--- src/rtl/lfwt_defs.vh ---
`ifndef LFWT_DEFS_VH
`define LFWT_DEFS_VH

// ----------------------------------------------------------------------------
// Register indices and address width (byte address = 4 * index)
// ----------------------------------------------------------------------------
`define LFWT_IDX_PWR_CTRL      8'h87
`define LFWT_IDX_TMR_CTRL      8'hFB
`define LFWT_IDX_STATUS        8'h40
`define LFWT_ADDR_W            10

// ----------------------------------------------------------------------------
// Field positions
// ----------------------------------------------------------------------------
`define LFWT_TMR_RUN_BIT       7
`define LFWT_TMR_FLAG_BIT      6
`define LFWT_TMR_SEL_MSB       3
`define LFWT_TMR_SEL_LSB       0
`define LFWT_PWR_STOP_BIT      1
`define LFWT_PWR_IDLE_BIT      0
`define LFWT_STS_STOP_BIT      0
`define LFWT_STS_IDLE_BIT      1
`define LFWT_STS_OSC_BIT       2

// ----------------------------------------------------------------------------
// Reset values
// ----------------------------------------------------------------------------
`define LFWT_TMR_CTRL_RST      8'h00
`define LFWT_PWR_RST           2'h0

// ----------------------------------------------------------------------------
// Timing
// ----------------------------------------------------------------------------
`define LFWT_CORE_HZ           250000000
`define LFWT_LF_HZ             32768
`define LFWT_LF_DIV            (`LFWT_CORE_HZ / `LFWT_LF_HZ)
`define LFWT_BASE_TICKS        21'h000200
`define LFWT_CNT_W             21
`define LFWT_PRE_W             16

`endif

--- src/rtl/lfwt_sync.v ---
`timescale 1ns/1ps

// ----------------------------------------------------------------------------
// Three-stage pin synchroniser, output moves when stages two and three agree
// ----------------------------------------------------------------------------
module lfwt_sync #(
  parameter WIDTH = 1,
  parameter [WIDTH-1:0] RST_VAL = {WIDTH{1'b0}}
) (
  input  wire             i_core_clk,
  input  wire             i_sys_rst,
  input  wire [WIDTH-1:0] i_async,
  output wire [WIDTH-1:0] o_sync
);

  reg  [WIDTH-1:0] stage1_reg;
  reg  [WIDTH-1:0] stage2_reg;
  reg  [WIDTH-1:0] stage3_reg;
  reg  [WIDTH-1:0] out_reg;
  wire [WIDTH-1:0] agree;

  genvar g;

  always @(posedge i_core_clk or posedge i_sys_rst) begin
    if (i_sys_rst) begin
      stage1_reg <= RST_VAL;
      stage2_reg <= RST_VAL;
      stage3_reg <= RST_VAL;
    end else begin
      stage1_reg <= i_async;
      stage2_reg <= stage1_reg;
      stage3_reg <= stage2_reg;
    end
  end

  // One process owns all bits; a bit moves only when stages two and three agree
  generate
    for (g = 0; g < WIDTH; g = g + 1) begin : g_agree
      assign agree[g] = (stage2_reg[g] == stage3_reg[g]);
    end
  endgenerate

  always @(posedge i_core_clk or posedge i_sys_rst) begin
    if (i_sys_rst) begin
      out_reg <= RST_VAL;
    end else begin
      out_reg <= (stage3_reg & agree) | (out_reg & ~agree);
    end
  end

  assign o_sync = out_reg;

endmodule // lfwt_sync

--- src/rtl/lfwt_top.v ---
// The Avalon-MM slave port was decided locally.
`timescale 1ns/1ps
`include "lfwt_defs.vh"

// Function
// - LF oscillator on when timer or watchdog enabled
// - Elapsed interval raises request, wakes deep sleep
// - Control bit 7 starts the timer
// - Bit 6 flag, cleared on interrupt accept
// - Codes 0-3 give 15.625 to 125 ms
// - Codes 4-7 give 0.25 to 2 s
// - Code 8 gives printed 4.0 period
// - Codes 9-11 give 8-32 s; rest reserved
// - Timer control at FB, fields reset zero
// - Power bit 1 enters deep sleep, stops HF
// - LF oscillator, watchdog follow own config in sleep
// - External irqs, timer, touch key end sleep
// - External reset also ends deep sleep
// - Power bit 0 enters idle, core halts
// - Any enabled interrupt ends idle
// - Power control at 87, write-only, reads zero
module lfwt_top #(
  parameter LF_DIV = `LFWT_LF_DIV
) (
  input  wire                      i_core_clk,
  input  wire                      i_sys_rst,
  input  wire [`LFWT_ADDR_W-1:0]   i_avs_address,
  input  wire                      i_avs_read,
  input  wire                      i_avs_write,
  input  wire [31:0]               i_avs_writedata,
  input  wire [3:0]                i_avs_byteenable,
  output wire [31:0]               o_avs_readdata,
  output wire                      o_avs_waitrequest,
  input  wire                      i_watchdog_timer_en,
  input  wire                      i_lf_irq_accept,
  input  wire                      i_irq_enabled_pending,
  input  wire [2:0]                i_ext_irq_inputs,
  input  wire                      i_touch_key_unit_irq,
  input  wire                      i_ext_rst_n,
  output wire                      o_lf_osc_en,
  output wire                      o_lf_tick,
  output wire                      o_lf_timer_irq,
  output wire                      o_hf_osc_en,
  output wire                      o_core_halt,
  output wire                      o_deep_sleep,
  output wire                      o_idle
);

  // --------------------------------------------------------------------------
  // Declarations
  // --------------------------------------------------------------------------
  reg                       run_reg;
  reg                       run_next;
  reg                       flag_reg;
  reg                       flag_next;
  reg  [3:0]                sel_reg;
  reg  [3:0]                sel_next;
  reg                       stop_reg;
  reg                       stop_next;
  reg                       idle_reg;
  reg                       idle_next;
  reg  [`LFWT_PRE_W-1:0]    pre_reg;
  reg  [`LFWT_PRE_W-1:0]    pre_next;
  reg                       tick_reg;
  reg                       tick_next;
  reg  [`LFWT_CNT_W-1:0]    cnt_reg;
  reg  [`LFWT_CNT_W-1:0]    cnt_next;
  reg                       ack_reg;
  reg  [31:0]               rdata_reg;
  reg  [31:0]               rdata_next;

  wire [2:0]                ext_irq_s;
  wire                      tk_irq_s;
  wire                      ext_rst_n_s;
  wire                      req;
  wire                      acc;
  wire                      wr_acc;
  wire                      rd_acc;
  wire [7:0]                idx;
  wire                      lane0;
  wire                      wr_tmr;
  wire                      wr_pwr;
  wire                      period_end;
  wire                      osc_on;
  wire                      stop_wake;
  wire                      ext_wake;
  wire                      tk_wake;
  wire                      tmr_wake;
  wire                      rst_wake;
  wire [`LFWT_CNT_W-1:0]    period;

  // --------------------------------------------------------------------------
  // Constants
  // --------------------------------------------------------------------------
  localparam [7:0]          TMR_RST  = `LFWT_TMR_CTRL_RST;
  localparam [1:0]          PWR_RST  = `LFWT_PWR_RST;
  // Ext reset pin idles high; its stages reset high so no false wake follows
  localparam [4:0]          SYNC_RST = 5'h10;

  // --------------------------------------------------------------------------
  // Helpers
  // --------------------------------------------------------------------------
  // Terminal count in LF ticks; zero marks a reserved code
  function [`LFWT_CNT_W-1:0] period_ticks;
    input [3:0] sel;
    begin
      if (sel <= 4'hB) begin
        period_ticks = `LFWT_BASE_TICKS << sel;
      end else begin
        period_ticks = {`LFWT_CNT_W{1'b0}};
      end
    end
  endfunction

  // Word index of a byte address; the two low address bits are dropped, so misaligned bytes match too
  function [7:0] word_index;
    input [`LFWT_ADDR_W-1:0] addr;
    begin
      word_index = addr[`LFWT_ADDR_W-1:2];
    end
  endfunction

  // Write strobe of one register: completed write, low lane, index match
  function reg_hit;
    input       wr;
    input       lane;
    input [7:0] at;
    input [7:0] target;
    begin
      reg_hit = wr & lane & (at == target);
    end
  endfunction

  // --------------------------------------------------------------------------
  // Pin synchronisers
  // --------------------------------------------------------------------------
  lfwt_sync #(
    .WIDTH   (5),
    .RST_VAL (SYNC_RST)
  ) u_pin_sync (
    .i_core_clk (i_core_clk),
    .i_sys_rst  (i_sys_rst),
    .i_async    ({i_ext_rst_n, i_touch_key_unit_irq, i_ext_irq_inputs}),
    .o_sync     ({ext_rst_n_s, tk_irq_s, ext_irq_s})
  );

  // --------------------------------------------------------------------------
  // Bus slave: one wait cycle, then answer
  // --------------------------------------------------------------------------
  assign req               = i_avs_read | i_avs_write;
  assign acc               = req & ack_reg;
  assign wr_acc            = acc & i_avs_write;
  assign rd_acc            = acc & i_avs_read;
  assign idx               = word_index(i_avs_address);
  assign lane0             = i_avs_byteenable[0];
  assign wr_tmr            = reg_hit(wr_acc, lane0, idx, `LFWT_IDX_TMR_CTRL);
  assign wr_pwr            = reg_hit(wr_acc, lane0, idx, `LFWT_IDX_PWR_CTRL);
  assign o_avs_waitrequest = req & ~ack_reg;
  assign o_avs_readdata    = rdata_reg;

  always @(posedge i_core_clk or posedge i_sys_rst) begin
    if (i_sys_rst) begin
      ack_reg <= 1'b0;
    end else begin
      ack_reg <= req & ~ack_reg;
    end
  end

  // Data is fetched in the wait cycle so it stands at the completing edge
  always @* begin
    rdata_next = 32'h0000_0000;
    if (req & ~ack_reg & i_avs_read) begin
      case (idx)
        `LFWT_IDX_TMR_CTRL: begin
          rdata_next[7:0] = {run_reg, flag_reg, 2'h0, sel_reg};
        end
        `LFWT_IDX_STATUS: begin
          rdata_next[`LFWT_STS_STOP_BIT] = stop_reg;
          rdata_next[`LFWT_STS_IDLE_BIT] = idle_reg;
          rdata_next[`LFWT_STS_OSC_BIT]  = osc_on;
        end
        // Mode bits are not readable, the word reads zero
        `LFWT_IDX_PWR_CTRL: begin
          rdata_next = 32'h0000_0000;
        end
        default: begin
          rdata_next = 32'h0000_0000;
        end
      endcase
    end else if (rd_acc) begin
      rdata_next = rdata_reg;
    end
  end

  always @(posedge i_core_clk or posedge i_sys_rst) begin
    if (i_sys_rst) begin
      rdata_reg <= 32'h0000_0000;
    end else begin
      rdata_reg <= rdata_next;
    end
  end

  // --------------------------------------------------------------------------
  // Timer control register
  // --------------------------------------------------------------------------
  always @* begin
    run_next  = run_reg;
    sel_next  = sel_reg;
    flag_next = flag_reg;
    if (wr_tmr) begin
      run_next  = i_avs_writedata[`LFWT_TMR_RUN_BIT];
      sel_next  = i_avs_writedata[`LFWT_TMR_SEL_MSB:`LFWT_TMR_SEL_LSB];
      flag_next = i_avs_writedata[`LFWT_TMR_FLAG_BIT];
    end else if (i_lf_irq_accept) begin
      flag_next = 1'b0;
    end
    // A period ending in the clearing cycle is never lost
    if (period_end) begin
      flag_next = 1'b1;
    end
  end

  always @(posedge i_core_clk or posedge i_sys_rst) begin
    if (i_sys_rst) begin
      run_reg  <= TMR_RST[`LFWT_TMR_RUN_BIT];
      flag_reg <= TMR_RST[`LFWT_TMR_FLAG_BIT];
      sel_reg  <= TMR_RST[`LFWT_TMR_SEL_MSB:`LFWT_TMR_SEL_LSB];
    end else begin
      run_reg  <= run_next;
      flag_reg <= flag_next;
      sel_reg  <= sel_next;
    end
  end

  // --------------------------------------------------------------------------
  // Low-frequency clock source
  // --------------------------------------------------------------------------
  // Watchdog enable is honoured in every mode, sleep included
  assign osc_on = run_reg | i_watchdog_timer_en;

  // Prescaler clears while the oscillator is off, so a restart gives a full tick
  always @* begin
    pre_next  = pre_reg;
    tick_next = 1'b0;
    if (!osc_on) begin
      pre_next = {`LFWT_PRE_W{1'b0}};
    end else if (pre_reg >= LF_DIV - 1) begin
      pre_next  = {`LFWT_PRE_W{1'b0}};
      tick_next = 1'b1;
    end else begin
      pre_next = pre_reg + 1'b1;
    end
  end

  always @(posedge i_core_clk or posedge i_sys_rst) begin
    if (i_sys_rst) begin
      pre_reg  <= {`LFWT_PRE_W{1'b0}};
      tick_reg <= 1'b0;
    end else begin
      pre_reg  <= pre_next;
      tick_reg <= tick_next;
    end
  end

  // --------------------------------------------------------------------------
  // Interval counter
  // --------------------------------------------------------------------------
  // Reserved codes give zero and the counter then never fires
  assign period     = period_ticks(sel_reg);
  assign period_end = run_reg & tick_reg & (period != {`LFWT_CNT_W{1'b0}}) &
                      (cnt_reg >= period - 1'b1);

  always @* begin
    cnt_next = cnt_reg;
    if (!run_reg) begin
      cnt_next = {`LFWT_CNT_W{1'b0}};
    end else if (period_end) begin
      cnt_next = {`LFWT_CNT_W{1'b0}};
    end else if (tick_reg && period != {`LFWT_CNT_W{1'b0}}) begin
      cnt_next = cnt_reg + 1'b1;
    end
  end

  always @(posedge i_core_clk or posedge i_sys_rst) begin
    if (i_sys_rst) begin
      cnt_reg <= {`LFWT_CNT_W{1'b0}};
    end else begin
      cnt_reg <= cnt_next;
    end
  end

  // --------------------------------------------------------------------------
  // Power modes
  // --------------------------------------------------------------------------
  // Wake sources are levels so a request that is already up also ends sleep
  assign ext_wake  = |ext_irq_s;
  assign tk_wake   = tk_irq_s;
  assign tmr_wake  = flag_reg;
  assign rst_wake  = ~ext_rst_n_s;
  assign stop_wake = ext_wake | tk_wake | tmr_wake;

  always @* begin
    stop_next = stop_reg;
    idle_next = idle_reg;
    if (stop_reg && (stop_wake || rst_wake)) begin
      stop_next = 1'b0;
    end
    if (idle_reg && i_irq_enabled_pending) begin
      idle_next = 1'b0;
    end
    // A write in the wake cycle wins, so a fresh request is never lost
    if (wr_pwr) begin
      stop_next = i_avs_writedata[`LFWT_PWR_STOP_BIT];
      idle_next = i_avs_writedata[`LFWT_PWR_IDLE_BIT];
    end
  end

  always @(posedge i_core_clk or posedge i_sys_rst) begin
    if (i_sys_rst) begin
      stop_reg <= PWR_RST[`LFWT_PWR_STOP_BIT];
      idle_reg <= PWR_RST[`LFWT_PWR_IDLE_BIT];
    end else begin
      stop_reg <= stop_next;
      idle_reg <= idle_next;
    end
  end

  // --------------------------------------------------------------------------
  // Outputs
  // --------------------------------------------------------------------------
  // Core keeps its state while halted; software pads with NOPs after the write
  assign o_core_halt    = stop_reg | idle_reg;
  // Only a request: the oscillator gate itself sits in the clock unit
  assign o_hf_osc_en    = ~stop_reg;
  assign o_lf_osc_en    = osc_on;
  assign o_lf_tick      = tick_reg;
  assign o_lf_timer_irq = flag_reg;
  assign o_deep_sleep   = stop_reg;
  assign o_idle         = idle_reg;

endmodule // lfwt_top

--- config.mk ---
export PLATFORM = sky130hd
export DESIGN_NAME = lfwt_top
export DESIGN_NICKNAME = d
export VERILOG_FILES = /design/src/rtl/lfwt_sync.v /design/src/rtl/lfwt_top.v
export VERILOG_INCLUDE_DIRS = /design/src /design/src/rtl
export SDC_FILE = /design/constraint.sdc
export NUM_CORES = 1
export LEC_CHECK = 0
export BUFFER_PORTS_ARGS = -buffer_cell sky130_fd_sc_hd__buf_2
export CAP_MARGIN = 20
export CORE_MARGIN = 1.5
export CORE_UTILIZATION = 58
export CTS_CLUSTER_DIAMETER = 200
export CTS_CLUSTER_SIZE = 28
export DETAILED_ROUTE_END_ITERATION = 10
export HOLD_SLACK_MARGIN = 0.03
export PLACE_DENSITY_LB_ADDON = 0.08
export SYNTH_ARGS = -nofsm -noshare
export SYNTH_HDL_FRONTEND = slang
export SYNTH_SLANG_ARGS = --single-unit
export TNS_END_PERCENT = 5
--- constraint.sdc ---
create_clock -name i_core_clk -period 7.4 [get_ports i_core_clk]
set_input_delay 0 -clock i_core_clk [delete_from_list [all_inputs] [get_ports i_core_clk]]
set_output_delay 0 -clock i_core_clk [all_outputs]
set_load 0.02 [all_outputs]
---- After elaboration in Yosys (flattened, before gate mapping) ----
Cells that the tools add are included.
storage, ports and cells
  register bits after elaboration ......... 99
  input port bits ......................... 58
  output and inout port bits .............. 40
cells by class
  muxes and demuxes ....................... 19
  equality and inequality tests ........... 10
  magnitude comparators ................... 3
  shift-type cells ........................ 1
  bitwise logic cells ..................... 23
  reduce and logical (&&, ||, !) cells .... 9
  add/subtract/negate cells ............... 3
operator list
  kind                                                                  number
  two-way mux 21 bit                                                    4
  two-way mux 32 bit                                                    2
  two-way mux 16 bit                                                    2
  adder 21 x 1 -> 21 bit (second input constant)                        1
  greater-or-equal comparator 21 bit                                    1
  nonzero test 21 bit                                                   1
  left shift 10 x 4 -> 21 bit (first input constant)                    1
  subtractor 21 x 1 -> 21 bit (second input constant)                   1
  adder 16 x 1 -> 16 bit (second input constant)                        1
  equality test 8 bit (second input constant)                           2
  greater-or-equal comparator 16 x 13 -> 1 bit (second input constant)  1
  bitwise AND 1 bit                                                     11
  bitwise AND 5 bit                                                     2
  two-way mux 1 bit                                                     9
  equality test 8 x 7 -> 1 bit (second input constant)                  1
  case mux 3 bit (2 select lines)                                       1
  equality test 1 bit                                                   5
  two-way mux 5 bit                                                     1
  NOT 5 bit                                                             1
  bitwise OR 1 bit                                                      5
  bitwise OR 5 bit                                                      1
  <= comparator 4 bit (second input constant)                           1
  nonzero test 2 bit                                                    2
  logical AND 1 bit                                                     3
  6 further kinds                                                       8

---- Logic depth before layout (Yosys ltp) ----
Gate-level depths: netlist (run 1).
  depth after elaboration ................. 7
  gate-level depth with buffers ........... 17
  mapped depth without buffers ............ 13

---- Hierarchy ----
From an unflattened synthesis (run 1), not the netlist that was laid out.
unflattened totals
  cell total of the unflattened synthesis .. 400
  area total of the unflattened synthesis .. 3998.8 sq um
by module, submodules not included
  module     area each (sq um)  cells an instance  seq. area each (sq um)  instances
  lfwt_top   3433.3             374                1326.3                  1
  lfwt_sync  565.5              26                 505.5                   1

---- Worst setup path before layout (run 1) ----
No wires, ideal clock.
  kind .................................... register to register
  from .................................... register sel_reg[2]
  to ...................................... register cnt_reg[13]
  slack ................................... 3.997 ns
  data required time ...................... 7.274 ns
  arrival ................................. 3.277 ns
  cell stages (with the launch flop) ...... 15
  setup time .............................. 0.126 ns
  path buffers ............................ 3
  period minus slack after synthesis ...... 3.403 ns
  cells stage by stage .................... dfrtp_1 -> buf_2 -> or4_1 -> ha_1 -> clkbuf_1 -> nor2_1 -> mux2i_1 -> o32a_1 -> ha_1 -> nand4_1 -> nor4_4 -> a22oi_2 -> and2_4 -> buf_6 -> a221o_1
between the ends
  word-level cells in the longest chain between the ends .. 7
ends and longest elaborated chain
  what                                                                          RTL line                                        source
  start: declaration                                                            lfwt_top.v:56                                   reg [3:0] sel_reg;
  start signal: assignment                                                      lfwt_top.v:227                                  sel_reg <= TMR_RST[`LFWT_TMR_SEL_MSB:`LFWT_TMR_SEL_LSB];
  start signal: assignment                                                      lfwt_top.v:231                                  sel_reg <= sel_next;
  left shift 10 x 4 -> 21 bit (no line) or <= comparator 4 bit (tied branches)  -
  two-way mux 21 bit (*)                                                        lfwt_top.v:107                                  if (sel <= 4'hB) begin
  subtractor 21 x 1 -> 21 bit or nonzero test 21 bit (tied branches)            lfwt_top.v:271, lfwt_top.v:270, lfwt_top.v:279
  greater-or-equal comparator 21 bit or bitwise AND 1 bit (tied branches)       lfwt_top.v:271, lfwt_top.v:270
  bitwise AND 1 bit                                                             lfwt_top.v:270                                  assign period_end = run_reg & tick_reg & (period != {`LFWT_CNT_W{1'b0}}) &
  two-way mux 21 bit                                                            lfwt_top.v:277                                  end else if (period_end) begin
  two-way mux 21 bit                                                            lfwt_top.v:275                                  if (!run_reg) begin
  end signal: assignment                                                        lfwt_top.v:286                                  cnt_reg <= {`LFWT_CNT_W{1'b0}};
  end signal: assignment                                                        lfwt_top.v:288                                  cnt_reg <= cnt_next;
  end: declaration                                                              lfwt_top.v:66                                   reg [`LFWT_CNT_W-1:0] cnt_reg;
Mark *: on every way between the ends. The rest lies on a longest branch, timed or not.
A chain may end at the register's enable or synchronous reset.

---- Worst setup path in the final report (run 1) ----
  from .................................... register sel_reg[2]
  to ...................................... register flag_reg, in the netlist o_lf_timer_irq
between the ends
  word-level cells in the longest chain between the ends .. 6
ends and longest elaborated chain
  what                                                                          RTL line                        source
  left shift 10 x 4 -> 21 bit (no line) or <= comparator 4 bit (tied branches)  -
  two-way mux 21 bit (*)                                                        lfwt_top.v:107
  subtractor 21 x 1 -> 21 bit or nonzero test 21 bit (tied branches)            lfwt_top.v:271, lfwt_top.v:270
  greater-or-equal comparator 21 bit or bitwise AND 1 bit (tied branches)       lfwt_top.v:271, lfwt_top.v:270
  bitwise AND 1 bit (*)                                                         lfwt_top.v:270
  nonzero test 3 bit (no line) or two-way mux 1 bit (tied branches)             -
  end signal: assignment                                                        lfwt_top.v:226                  flag_reg <= TMR_RST[`LFWT_TMR_FLAG_BIT];
  end signal: assignment                                                        lfwt_top.v:230                  flag_reg <= flag_next;
  end: declaration                                                              lfwt_top.v:54                   reg flag_reg;
Marks and branches as above.

==> results of run 1 <==
worst min-delay path, cell delays in order:
cell and delay [ps]:
buf_2 100, nand2b_1 60, nor4_1 80, nand2_1 70, o21ai_0 70
through the flow:
stage	worst slack, ps	hold slack, ps	instances	power [uW]
2_1_floorplan	3997	4.478	433	471.7
5_1_grt	2315	109.1	544	840.9
3_3_place_gp	3324	105.4	510	477.2
4_1_cts	2726	57.25	544	815.6
3_5_place_dp	3177	106.5	510	478.9
6_report	2673	60.15	544	808.9
power by group:
part | switching [uW] | internal (uW) | total (uW)
Clock | 163 | 169 | 332
Sequential | 7.91 | 409 | 417
Combinational | 38.4 | 21.9 | 60.3
Total | 209 | 600 | 809
cell usage after synthesis, types with 7 or more instances:
library cell | instances | area share [%]
clkbuf_1 | 10 | 0.95
and2_1 | 7 | 1.1
nand2_1 | 39 | 3.7
buf_4 | 27 | 5.1
and3_1 | 7 | 1.1
nor2_1 | 32 | 3.0
nand4_1 | 11 | 1.7
xnor2_1 | 8 | 1.8
inv_1 | 17 | 1.6
ha_1 | 16 | 5.1
a21oi_1 | 12 | 1.5
nand3_1 | 21 | 2.7
o21ai_0 | 9 | 1.1
dfrtp_1 | 69 | 44
nor3_1 | 7 | 0.89
o21ai_1 | 9 | 1.1
a31oi_1 | 13 | 2.1
layout make-up:
class	count	area, um^2	area share (%)
Multi-Input combinational cell	301	1892	42.14
Sequential cell	73	1832	40.80
Timing Repair Buffer	60	395.4	8.807
Clock buffer	10	137.6	3.066
Tap cell	77	96.34	2.146
Clock inverter	6	72.57	1.616
Inverter	17	63.81	1.421
timing repair:
item	in CTS	in global routing
hold buffers	18	0
gates resized for setup	0	0
endpoints found under the hold margin	90	0
cells by family (layout without fill, tap and decap cells):
| kind of cell | Yosys count | count (layout) | share of synthesized area (%) |
|---|---|---|---|
| compound gates | 75 | 75 | 12.82 |
| xor+xnor | 13 | 13 | 2.880 |
| fa+ha+maj | 21 | 21 | 6.329 |
| buf+inv | 59 | 93 | 8.481 |
| flops | 73 | 73 | 46.33 |
| mux | 7 | 7 | 1.930 |
| other cells | 1 | 29 | 0.09485 |
| simple gates | 156 | 156 | 21.14 |
placed cells by master (no fill, tap or decap), types with 3 or more instances in the layout:
master         count
mux2_2             5
a21oi_1           12
buf_2             40
and2_1             7
and4_1             4
dlygate4sd3_1     18
xor2_1             5
ha_1              16
nand3_1           21
dfstp_2            4
o211ai_1           3
a22oi_1            3
inv_1             16
and3_1             7
o21ai_0            9
o22ai_1            4
xnor2_1            8
dfrtp_1           69
or3_1              4
nand2_1           39
nand3b_1           4
o21ai_1            9
a31o_1             4
nor3_1             7
a22o_1             5
nor2_1            32
clkbuf_8          10
conb_1            29
a31oi_1           13
nand2b_1           3
inv_6              3
nand4_1           11
maj3_1             5
how the worst max path moves through the flow:
stage,startpoint,slack (ps),cells past startpoint,to
after global placement,sel_reg[2],3320,11,cnt_reg[17]
after global routing,sel_reg[2],2320,12,o_lf_timer_irq
after CTS,sel_reg[2],2730,12,o_lf_timer_irq
final,sel_reg[2],2670,12,o_lf_timer_irq
after detailed placement,sel_reg[2],3180,11,cnt_reg[18]
after floorplan,sel_reg[2],4000,14,cnt_reg[13]
routing by layer:
| metal | GRT usage (%) | vias to the layer above |
|---|---|---|
| met5 | 0 | - |
| met4 | 7.478 | 0 |
| met3 | 4.909 | 8 |
| met2 | 37.44 | 59 |
| met1 | 32.88 | 1496 |
| li1 | - | 1505 |
==> flow_summary.ini, run 1 <==
[outcome]
outcome = complete, but fails checks
violations = design-rule violations

[timing]
fin_crit_ps = 4727
period_share_pct = 63.88
fmax_mhz = 211.6
final-hold-violation-count = 0
finClkSkew_ps = 10.79
maxSlewViolCount = 0
rsz0062_at_grt = false
max_slew_margin_pct = 25.46
tightest_slew_ps = 1118
setup-violations-final = 0
finalSetupTns_ps = 0

[drt]
wl_met1_um = 3635
top_layer = met4
drt_pass1_iterations = 7
drc_errors = 3
ant_nets = 0
wl_met2_um = 3992
wl_per_cell_um = 14.70
drt_iter0_drc = 260
viasPerCell = 5.640
routed_wl_um = 7995
wl_met3_um = 246
vias = 3068

[min_path]
min_to = o_deep_sleep
hold_depth = 5
hold_class = primary input to register
min_from = i_avs_address[4]

[yosys]
yosys_warnings = 0
ys.flop_type = dfrtp_1
ys_seq_area_share_pct = 46.33
netlist_area_um2 = 3954
ys_types = 59
synthCells = 405
async_reset_ff_share_pct = 100.0
syn_area_per_cell_um2 = 9.762
ys_ff_latch = 73
synth_edf_count = 0

[placed_design]
gp_congestion = 0.8149
numPortBuffers = 40
dpl-instance-area_um2 = 4099
dp_hpwl_um = 5320

[critical_path]
rrSetupSlack_ps = 2670
cp_max_fo = 25
cpPeakStageDelay_ps = 880
r2r_cells = 12
cp_top_family = compound AO/OA/AOI/OAI gates
r2r-end = o_lf_timer_irq
cp_num_buf_inv = 1
worstPathCellList = or4_1 -> ha_1 -> nor2_1 -> mux2i_1 -> o32a_1 -> ha_1 -> nand4_1 -> nor2_1 -> a22oi_2 -> a21oi_1 -> a311o_1 -> dlygate4sd3_1
worstPathRequired_ps = 7640
path_class = register to register
cp-end-kind = register
crit_slowest_cell = a22oi_2
r2r-start = sel_reg[2]
cp-start-kind = register
arrival_ps = 4960

[clocking]
numCtsBuffers = 9
htreeDepth = 3
cts.reportedPaths.clkPinSlew_ps = 80
clk_latency_ps = 350
clockRootBuffer = clkbuf_8
cts_tree = done
clockBufferDepth = 2
post_cts_buffers = 0
cts_sinks = 73

[power_and_ir_drop]
powerDensity_nw_per_um2 = 180.2
leakage_uw = 0.002011
peakVddDrop_uv = 145.4

[cells_and_area]
diodes = 0
final_util_pct = 69.51
drive_gt1_share_pct = 16.92
syn2layout_area_growth_pct = 13.54
fillCellCount = 513
nNetsFinal = 536
largest_reg_flops = 21
finalInstanceArea_um2 = 4489

[global_routing]
gr-total-overflow = 0
grt_usage_pct = 23.60
grt_pass1_vias = 2821
antenna_found_initial = 0
grt_pass1_wl_um = 13460
grt_max_degree = 74

[die]
die_area_um2 = 7321
start_util_pct = 61.22
die_w_um = 85.57
die_h_um = 85.57
pin_count = 98
num_rows = 29
core_um2 = 6459

[job]
maxCapViolations = 0
No activity file was read; power rests on OpenSTA's default activity.
==> inputs of run 2 (changes only) <==
--- a/config.mk
+++ b/config.mk
@@ -9,7 +9,7 @@
 export BUFFER_PORTS_ARGS = -buffer_cell sky130_fd_sc_hd__buf_2
 export CAP_MARGIN = 20
 export CORE_MARGIN = 1.5
-export CORE_UTILIZATION = 58
+export CORE_UTILIZATION = 48
 export CTS_CLUSTER_DIAMETER = 200
 export CTS_CLUSTER_SIZE = 28
 export DETAILED_ROUTE_END_ITERATION = 10
==> constraint.sdc (replaced) <==
create_clock -name i_core_clk -period 3.9 [get_ports i_core_clk]
set_input_delay 0 -clock i_core_clk [delete_from_list [all_inputs] [get_ports i_core_clk]]
set_output_delay 0 -clock i_core_clk [all_outputs]
set_load 0.02 [all_outputs]
==> run 2 against run 1 <==
  * Wire length increased by 1.7%
  * Register-to-register slack got worse by 2300 ps
  * Critical path depth unchanged
  * Non-clock buffer count increased by 5
  * Sequential power increased by 89%
  * Power increased by 94%
  * Largest power group unchanged
  * Sequential cell count unchanged
  * Highest routed layer unchanged
  * Fmax increased by 33%
  * The run now ends clean
  * Clock skew increased by 3.8 ps
==> flow_summary.ini, run 2 (synthesis results as in run 1) <==
[outcome]
outcome = finished, final reports clean

[placed_design]
gp_congestion = 0.7445
post-place-ws_ps = 396.7
numPortBuffers = 40
dp_hpwl_um = 5523
place_inst = 540

[global_routing]
grt_pass1_wl_um = 13360
grt_pass1_vias = 2886
use_met3_pct = 3.560
grt_usage_pct = 19.57
antenna_found_initial = 0
grtUsageMet1_pct = 26.64
met2_usage_pct = 30.62
grt_max_degree = 48
gr-total-overflow = 0
grt.busiest_layer = met2

[critical_path]
cp_max_fo = 25
r2r-end = cnt_reg[13]
rrSetupSlack_ps = 360
r2r_cells = 12
cp-end-kind = register
cp-start-kind = register
arrival_ps = 3770
path_class = register to register
worstPathRequired_ps = 4130
crit_start = sel_reg[3]
r2r-start = sel_reg[3]

[cells_and_area]
multi_input_area_um2 = 1892
syn2layout_area_growth_pct = 15.98
final_common_cell = dfrtp_1
fillCellCount = 696
nNetsFinal = 541
final_cell_mix = dfrtp_1 (69), buf_2 (40), nand2_1 (39)
diodes = 0
seqCellArea_um2 = 1832
drive_gt1_share_pct = 17.80
final_cells = 574
largest_reg_flops = 21

[timing]
finalWorstSetupSlack_ps = 358.8
tightest_slew_ps = 673.5
rsz0062_at_grt = false
max_slew_margin_pct = 55.10
finalSetupTns_ps = 0
final-hold-violation-count = 0
fin_crit_ps = 3541
maxSlewViolCount = 0
setup-violations-final = 0
fmax_mhz = 282.4
period_share_pct = 90.80
finClkSkew_ps = 14.61

[drt]
drt_pass1_iterations = 4
ant_nets = 0
viasPerCell = 5.395
vias = 3097
wl_per_cell_um = 14.16
routed_wl_um = 8127
drt_iter0_drc = 182
drc_errors = 0

[power_and_ir_drop]
peakVddDrop_uv = 244.3
powerDensity_nw_per_um2 = 343.1
leakage_uw = 0.002043
p_total_uw = 1573

[clocking]
cts_tree = done
clockBufferDepth = 2
cts.reportedPaths.clkPinSlew_ps = 90
cts_resized = 0
clockRootBuffer = clkbuf_8
htreeDepth = 3
ctsHoldBuffers = 18
numCtsBuffers = 9
clk_latency_ps = 350
cts_sinks = 73
post_cts_buffers = 0

[min_path]
hold_class = primary input to register
hold_depth = 5
min_from = i_avs_address[4]
min_to = o_deep_sleep

[die]
start_util_pct = 50.38
die_h_um = 93.76
die_area_um2 = 8791
core_um2 = 7848
die_w_um = 93.76
pin_count = 98
num_rows = 32

[job]
maxCapViolations = 0
[run 2: critical path: stages (launching register included)]
cell and delay [ps]:
dfrtp_1 380, or4_1 580, ha_1 360, nor2_1 170, mux2i_1 90, o32a_1 310
ha_1 290, nand4_1 160, nor4_4 330, a22oi_2 110, buf_12 180, and2_4 170
a221o_1 300
[run 2: area by class of cell]
type / instances / share of cell area, %
clock inverter: 7 / 2.210
inverter: 17 / 1.392
sequential: 73 / 39.95
multi-input combinational: 301 / 41.26
timing repair buffer: 65 / 9.713
clock buffer: 9 / 2.701
tap: 102 / 2.783
[run 2: how the worst max path moves through the flow]
stage,to
floorplan,cnt_reg[13]
detailed placement,cnt_reg[13]
CTS,cnt_reg[13]
global placement,cnt_reg[13]
global route,cnt_reg[13]
finish,cnt_reg[13]
[run 2: stage by stage]
step	cell area, um^2	hold WS (ps)	utilization (%)
6_report	4586	48.01	58.43
5_1_grt	4586	97.43	58.43
4_1_cts	4586	31.51	58.43
3_5_place_dp	4180	85.83	53.27
3_3_place_gp	4180	76.18	53.27
2_1_floorplan	4059	4.478	-
[run 2: layer usage]
layer  vias to the layer above  wire (um)
met1                      1494       3689
met5                         -          0
li1                       1520          -
met2                        69       3957
met3                        14        336
met4                         0        143
[run 2: where the power goes]
part	total (uW)	internal (uW)	leakage [uW]	switching, uW
registers	789	776	0.000958	13.1
clock network	667	366	0.000106	301
logic	117	42.9	0.000979	74.5
